[src/rtl/intr_gen_pkg.sv]
package intr_gen_pkg;
	// Register offsets of the block's own control and status words
	localparam logic [3:0] ctrl_offset      = 4'h0;
	localparam logic [3:0] status_offset    = 4'h1;
	localparam logic [3:0] addr_low_offset  = 4'h2;
	localparam logic [3:0] addr_high_offset = 4'h3;
	localparam logic [3:0] data_offset      = 4'h4;
	localparam logic [3:0] count_offset     = 4'h5;
	// Control word field positions, then bandwidth status bit positions
	localparam int msi_enable_bit    = 0;
	localparam int legacy_dis_bit    = 1;
	localparam int bw_notify_bit     = 2;
	localparam int abw_notify_bit    = 3;
	localparam int hp_enable_bit     = 4;
	localparam int bw_status_bit     = 0;
	localparam int abw_status_bit    = 1;
	// Reset values
	localparam logic [31:0] ctrl_reset = 32'h0000_0000;
	localparam logic [31:0] addr_reset = 32'h0000_0000;
	localparam logic [15:0] data_reset = 16'h0000;
	// Legacy pin code: only pin A is ever used
	localparam logic [1:0] pin_a_code = 2'h0;
	// Interrupt message requests
	typedef enum logic [1:0] {
		req_none     = 2'b00,
		req_assert   = 2'b01,
		req_deassert = 2'b10,
		req_msi      = 2'b11
	} req_kind_type;
endpackage

[src/rtl/intr_req_if.sv]
`timescale 1ns/10ps
`default_nettype none
interface intr_req_if;
	logic cond;
	logic msi_en;
	logic legacy_dis;
	logic link_down;
	logic rise;
	logic fall;
	logic wire_level;
	modport detect (input cond, msi_en, legacy_dis, link_down, output rise, fall, wire_level);
	modport top (output cond, msi_en, legacy_dis, link_down, input rise, fall, wire_level);
endinterface
`default_nettype wire

[src/rtl/switch_port_interrupt_gen.sv]
// Functional notes
// - Unmasked assertion with MSI enabled sends an MSI; negation sends nothing.
// - MSI off, legacy enabled: assertion sends an assert-INTA request.
// - MSI off, legacy enabled: negation sends a deassert-INTA request.
// - Condition ends once every causing status bit is masked or cleared.
// - Every MSI is treated as root-bound and sent to the upstream port.
// - Sources: hot-plug controller and enabled bandwidth status bits.
// - Legacy messages use pin A only, never B, C or D.
// - Link down or partition removal negates the legacy virtual wire.
//
// The placing of the registers and the plain strobed port were decided locally.
`timescale 1ns/10ps
`default_nettype none
module switch_port_interrupt_gen (
	input  wire logic        clock,
	input  wire logic        rstn,
	input  wire logic        clock_en,
	input  wire logic [3:0]  reg_addr,
	input  wire logic [31:0] reg_wdata,
	input  wire logic        reg_write,
	input  wire logic        reg_read,
	output logic      [31:0] reg_rdata,
	input  wire logic        hotplug_intr,
	input  wire logic        link_bw_mgmt_status,
	input  wire logic        link_autonomous_bw_status,
	input  wire logic        link_up,
	input  wire logic        in_partition,
	output logic             msi_req,
	output logic      [63:0] msi_addr,
	output logic      [15:0] msi_data,
	input  wire logic        msi_ack,
	output logic             intx_req,
	output logic             intx_assert,
	output logic      [1:0]  intx_pin,
	output logic             intx_wire,
	output logic             cond_level
);
	typedef struct packed {
		logic        msi_enable;
		logic        legacy_intr_disable;
		logic        bw_notify;
		logic        abw_notify;
		logic        hp_enable;
		logic [31:0] msi_addr_low;
		logic [31:0] msi_addr_high;
		logic [15:0] msi_data;
		logic [1:0]  bw_sync1;
		logic [1:0]  bw_sync2;
		logic [1:0]  hp_sync;
		logic [1:0]  link_sync;
		logic        cond;
		logic        msi_pend;
		logic        msi_req;
		logic        intx_req;
		logic        intx_assert;
		logic [7:0]  msi_count;
		logic [31:0] rdata;
	} top_state_type;

	top_state_type st_reg;
	top_state_type st_next;
	logic          bw_live;
	logic          abw_live;
	logic          cond_now;
	logic          link_down;

	intr_req_if edge_bus ();

	intr_edge_detect u_edge (
		.clock  (clock),
		.rstn   (rstn),
		.enable (clock_en),
		.bus    (edge_bus)
	);

	// Synchronised pin levels
	assign bw_live   = st_reg.bw_sync2[intr_gen_pkg::bw_status_bit];
	assign abw_live  = st_reg.bw_sync2[intr_gen_pkg::abw_status_bit];
	assign link_down = !(st_reg.link_sync[1]);
	// Combined condition: drops when all causing bits are masked or cleared
	assign cond_now  = (st_reg.hp_enable && st_reg.hp_sync[1])
		|| (st_reg.bw_notify && bw_live)
		|| (st_reg.abw_notify && abw_live);

	// Feed the edge detector
	assign edge_bus.cond       = st_reg.cond;
	assign edge_bus.msi_en     = st_reg.msi_enable;
	assign edge_bus.legacy_dis = st_reg.legacy_intr_disable;
	assign edge_bus.link_down  = link_down;

	// Next-state logic
	always_comb begin
		st_next = st_reg;
		st_next.bw_sync1 = {link_autonomous_bw_status, link_bw_mgmt_status};
		st_next.bw_sync2 = st_reg.bw_sync1;
		st_next.hp_sync = {st_reg.hp_sync[0], hotplug_intr};
		st_next.link_sync = {st_reg.link_sync[0], link_up && in_partition};
		st_next.cond = cond_now;
		st_next.intx_req = 1'b0;
		st_next.msi_req = st_reg.msi_req && !msi_ack;
		st_next.rdata = 32'h0000_0000;
		// MSI on assertion whatever legacy disable holds
		if (edge_bus.rise && st_reg.msi_enable) begin
			st_next.msi_pend = 1'b1;
		end
		// Route every MSI upstream as a root-bound write
		if (st_next.msi_pend && !st_next.msi_req) begin
			st_next.msi_req = 1'b1;
			st_next.msi_pend = 1'b0;
			st_next.msi_count = st_reg.msi_count + 8'h01;
		end
		// Legacy requests on transitions only
		if (link_down && edge_bus.wire_level) begin
			st_next.intx_req = 1'b1;
			st_next.intx_assert = 1'b0;
		end else if (!st_reg.msi_enable && !st_reg.legacy_intr_disable && !link_down) begin
			if (edge_bus.rise) begin
				st_next.intx_req = 1'b1;
				st_next.intx_assert = 1'b1;
			end else if (edge_bus.fall && edge_bus.wire_level) begin
				st_next.intx_req = 1'b1;
				st_next.intx_assert = 1'b0;
			end
		end
		// Register writes
		if (reg_write) begin
			unique case (reg_addr)
				intr_gen_pkg::ctrl_offset: begin
					st_next.msi_enable = reg_wdata[intr_gen_pkg::msi_enable_bit];
					st_next.legacy_intr_disable = reg_wdata[intr_gen_pkg::legacy_dis_bit];
					st_next.bw_notify = reg_wdata[intr_gen_pkg::bw_notify_bit];
					st_next.abw_notify = reg_wdata[intr_gen_pkg::abw_notify_bit];
					st_next.hp_enable = reg_wdata[intr_gen_pkg::hp_enable_bit];
				end
				intr_gen_pkg::addr_low_offset: begin
					st_next.msi_addr_low = reg_wdata;
				end
				intr_gen_pkg::addr_high_offset: begin
					st_next.msi_addr_high = reg_wdata;
				end
				intr_gen_pkg::data_offset: begin
					st_next.msi_data = reg_wdata[15:0];
				end
				default: begin
				end
			endcase
		end
		// Register reads, data in the next cycle
		if (reg_read) begin
			unique case (reg_addr)
				intr_gen_pkg::ctrl_offset: begin
					st_next.rdata = {27'h0, st_reg.hp_enable, st_reg.abw_notify,
						st_reg.bw_notify, st_reg.legacy_intr_disable, st_reg.msi_enable};
				end
				intr_gen_pkg::status_offset: begin
					st_next.rdata = {26'h0, st_reg.link_sync[1], edge_bus.wire_level,
						st_reg.cond, st_reg.hp_sync[1], abw_live, bw_live};
				end
				intr_gen_pkg::addr_low_offset: begin
					st_next.rdata = st_reg.msi_addr_low;
				end
				intr_gen_pkg::addr_high_offset: begin
					st_next.rdata = st_reg.msi_addr_high;
				end
				intr_gen_pkg::data_offset: begin
					st_next.rdata = {16'h0, st_reg.msi_data};
				end
				intr_gen_pkg::count_offset: begin
					st_next.rdata = {24'h0, st_reg.msi_count};
				end
				default: begin
					st_next.rdata = 32'h0000_0000;
				end
			endcase
		end
	end

	// State register
	always_ff @(posedge clock) begin
		if (!rstn) begin
			st_reg <= '0;
		end else if (clock_en) begin
			st_reg <= st_next;
		end
	end

	// Outputs straight from flip-flops, except the constant pin code
	assign reg_rdata   = st_reg.rdata;
	assign msi_req     = st_reg.msi_req;
	assign msi_addr    = {st_reg.msi_addr_high, st_reg.msi_addr_low};
	assign msi_data    = st_reg.msi_data;
	assign intx_req    = st_reg.intx_req;
	assign intx_assert = st_reg.intx_assert;
	assign intx_pin    = intr_gen_pkg::pin_a_code;
	assign intx_wire   = edge_bus.wire_level;
	assign cond_level  = st_reg.cond;
endmodule
`default_nettype wire

[src/rtl/intr_edge_detect.sv]
`timescale 1ns/10ps
`default_nettype none
module intr_edge_detect (
	input  wire logic    clock,
	input  wire logic    rstn,
	input  wire logic    enable,
	intr_req_if.detect   bus
);
	typedef struct packed {
		logic cond_last;
		logic wire_on;
	} edge_state_type;

	edge_state_type st_reg;
	edge_state_type st_next;

	// Next state: remember level, track virtual wire
	always_comb begin
		st_next = st_reg;
		st_next.cond_last = bus.cond;
		if (bus.link_down) begin
			st_next.wire_on = 1'b0;
		end else if (bus.rise && !bus.msi_en && !bus.legacy_dis) begin
			st_next.wire_on = 1'b1;
		end else if (bus.fall) begin
			st_next.wire_on = 1'b0;
		end
	end

	// Register state
	always_ff @(posedge clock) begin
		if (!rstn) begin
			st_reg <= '0;
		end else if (enable) begin
			st_reg <= st_next;
		end
	end

	// Transitions only, never level repeats
	assign bus.rise = bus.cond && !st_reg.cond_last && enable;
	assign bus.fall = !bus.cond && st_reg.cond_last && enable;
	assign bus.wire_level = st_reg.wire_on;
endmodule
`default_nettype wire

[config.mk]
export PLATFORM = sky130hd
export DESIGN_NAME = switch_port_interrupt_gen
export DESIGN_NICKNAME = d
export VERILOG_FILES = /design/src/rtl/intr_gen_pkg.sv /design/src/rtl/intr_req_if.sv /design/src/rtl/switch_port_interrupt_gen.sv /design/src/rtl/intr_edge_detect.sv
export SDC_FILE = /design/constraint.sdc
export NUM_CORES = 1
export LEC_CHECK = 0
export BUFFER_PORTS_ARGS = -buffer_cell sky130_fd_sc_hd__clkbuf_2
export CORE_MARGIN = 3
export CORE_UTILIZATION = 45
export DETAILED_ROUTE_END_ITERATION = 6
export PLACE_DENSITY = 0.77
export SLEW_MARGIN = 20
export SYNTH_ARGS = -nofsm -noshare
export SYNTH_HDL_FRONTEND = slang
export SYNTH_HIERARCHICAL = 1
export SYNTH_SLANG_ARGS = --single-unit
[constraint.sdc]
create_clock -name clock -period 4.1 [get_ports clock]
set_input_delay 0.205 -clock clock [delete_from_list [all_inputs] [get_ports clock]]
set_output_delay 0.205 -clock clock [all_outputs]
set_load 0.01 [all_outputs]
==> results.sh <==
export IMPL_crit_path_end_kind="flop"
export IMPL_place_gp_congestion=0.8319
export IMPL_largest_reg_flops=64
export IMPL_p_clk_share_pct=49.7
export IMPL_final_antenna_net_count=0
export IMPL_fin_nets=874
export IMPL_cp_slowest_cell="and3_1"
export IMPL_synth_largest_area_cell="dfxtp_1"
export IMPL_skew_ps=6.195
export IMPL_final_common_cell="nand2_1"
export IMPL_crit_path_max_incr_delay_ps=540
export IMPL_clockRootBuffer="clkbuf_16"
export IMPL_clock_path_buffers=2
export IMPL_async_flop_share_pct=0
export IMPL_final_layout_size_suffix_gt1_share_pct=26.08
export IMPL_timing_setup_tns_ps=0
export IMPL_finalCritPeriodShare_pct=53.94
export IMPL_routed_wl_mm=16.99
export IMPL_syn_area_um2=6729
export IMPL_globalRoute_totalOverflow=0
export IMPL_irDropWorstVdd_v=0.0002973
export IMPL_grt_use_total_pct=20.16
export IMPL_antenna_cells=0
export IMPL_io_buffers=163
export IMPL_fill_cells=1382
export IMPL_critPathLaunchType="input pin"
export IMPL_finalSetupViolations=0
export IMPL_r2r_slack_ps=2240
export IMPL_cts_sinks=140
export IMPL_cts_tree="built"
export IMPL_grt_pass1_vias=5024
export IMPL_p_comb_share_pct=4.7
export IMPL_design_core_area_um2=14590
export IMPL_firstDrtPassIters=5
export IMPL_start_util_pct=46.12
export IMPL_hpwlAfterDp_mm=11.42
export IMPL_syn_to_final_growth_pct=8.237
export IMPL_crit_chain="clkbuf_2 > nor4b_2 > buf_4 > and3_1 > buf_4 > nand2_1 > a21oi_1"
export IMPL_hold_buffers=0
export IMPL_drv_slew=0
export IMPL_rsz0062_at_grt="false"
export IMPL_grt_max_degree=106
export IMPL_synthTopCellsByArea="dfxtp_1 (42%), buf_4 (14%), nand2_1 (10%)"
export IMPL_cts_setup_buffers=0
export IMPL_final_cell_mix="nand2_1 (179), clkbuf_2 (163), dfxtp_1 (140), a21oi_1 (89), mux2i_1 (38)"
export IMPL_cp_top_family="simple AND/OR/NAND/NOR gates"
export IMPL_io_pins=166
export IMPL_min_path_type="in -> reg"
export IMPL_arrival_ps=2550
export IMPL_status="complete, no violations"
export IMPL_wl_per_cell_um=16.65
export IMPL_ys_warn_count=6
export IMPL_crit_required_ps=4440
export IMPL_synth_flop_cell="dfxtp_1"
export IMPL_yosysUniqueCellTypes=59
export IMPL_p_sw_mw=0.6634
export IMPL_h_tree_depth=4
export IMPL_synth_area_per_cell_um2=8.411
export IMPL_yosysSeqAreaShare_pct=41.65
export IMPL_die_area_um2=16460
export IMPL_die_w_um=128.3
export IMPL_insertion_delay_ps=420
export IMPL_cts_resized=0
export IMPL_leakage_nw=2.899
export IMPL_timing_final_crit_period_ps=2212
export IMPL_p_int_mw=2.361
export IMPL_num_rows=44
export IMPL_p_seq_share_pct=45.6
export IMPL_clock_fmax_mhz=452.2
export IMPL_die_h_um=128.3
export IMPL_synth_top_cell_area_share_pct=41.65
export IMPL_cts_buffers=17
export IMPL_vias=5373
export IMPL_via_per_inst=5.268
export IMPL_drcViolationCount=0
export IMPL_cp_common_cell="buf_4"
export IMPL_antenna_found_initial=0
export IMPL_synth_edff_count=0
export IMPL_ys_ff_latch=140
export IMPL_drt_iter0_drc=512
export IMPL_relSlewSlack_pct=24.81
export IMPL_worst_pin_slew_ps=1128
export IMPL_clk_pin_slew_ps=60
export IMPL_grt_pass1_wl_mm=26.34
export IMPL_max_cap_violations=0
export IMPL_crit_type="in -> reg"
export IMPL_utilization_pct=49.92
export IMPL_critPathBufInv=3
export IMPL_powerDensity_nw_per_um2=415.2
export IMPL_switching_share_pct=21.94
export IMPL_finalHoldViolations=0
export IMPL_postSynthCellCount=800
export IMPL_crit_fanout=22
-- synthesized netlist by cell type, types with 7 or more instances --
cell type and instances:
o22ai_2 10, mux2i_1 38, a222oi_1 9, buf_4 123, nand2_1 179, dfxtp_1 140
inv_1 19, buf_2 24, o21ai_0 7, and2_1 17, nand2b_1 7, nor2_1 27
a21oi_1 89, clkbuf_1 15, o21ai_1 8
-- area by class of cell --
| type | count | area [um2] | share of cell area, % |
|---|---|---|---|
| Clock buffer | 21 | 480.5 | 6.597 |
| Timing Repair Buffer | 170 | 868.3 | 11.92 |
| Multi-Input combinational cell | 477 | 2733 | 37.52 |
| Sequential cell | 140 | 2803 | 38.48 |
| Tap cell | 184 | 230.2 | 3.161 |
| Inverter | 20 | 76.32 | 1.048 |
| Clock inverter | 8 | 92.59 | 1.271 |
-- per-layer routing --
layer / up-vias / global-route usage [%] / wire, um
met5: - / 0 / 0
met4: 0 / 6.804 / 301
met3: 26 / 5.417 / 1120
met2: 193 / 32.98 / 8171
met1: 2522 / 25.72 / 7392
li1: 2632 / - / -
-- worst paths after layout --
| kind | endpoint | startpoint | cells after the start |
|---|---|---|---|
| setup reg to reg | st_reg[37] | cond_level | 6 |
| hold reg to reg | reg_rdata[11] | reg_rdata[11] | 2 |
| hold / removal | msi_addr[48] | reg_wdata[16] | 3 |
| setup / recovery | msi_addr[6] | reg_addr[1] | 7 |
-- stage by stage --
step,area [um2],total power [mW],std cells,worst slack (ps),hold slack [ps]
2_1_floorplan,6733,1.500,801,2477,336.4
3_3_place_gp,6710,1.548,991,1491,439.1
3_5_place_dp,6710,1.549,991,1474,440.4
4_1_cts,7283,3.039,1020,1914,5.407
5_1_grt,7283,3.108,1020,1684,22.97
6_report,7283,3.024,1020,1888,20.66
-- worst min-delay path, cell delays in order --
cell	delay, ps
clkbuf_2	90
nand2_1	50
a21oi_1	50
-- power by group through the flow --
stage | combinational [mW] | sequential [mW] | clock [mW]
after CTS | 0.140 | 1.38 | 1.52
final | 0.141 | 1.38 | 1.50
after global routing | 0.153 | 1.38 | 1.57
after global placement | 0.139 | 1.41 | 0
after floorplan | 0.0930 | 1.41 | 0
after detailed placement | 0.140 | 1.41 | 0
-- cell families after synthesis --
| group | after synthesis | synth area share (%) |
|---|---|---|
| buf+inv | 184 | 17.79 |
| simple gates | 272 | 18.69 |
| mux | 39 | 5.987 |
| compound gates | 158 | 14.99 |
| flops | 140 | 41.65 |
| xor+xnor | 5 | 0.6509 |
| fa+ha+maj | 1 | 0.1859 |
| other cells | 1 | 0.05573 |
(Power assumes the default switching activity.)
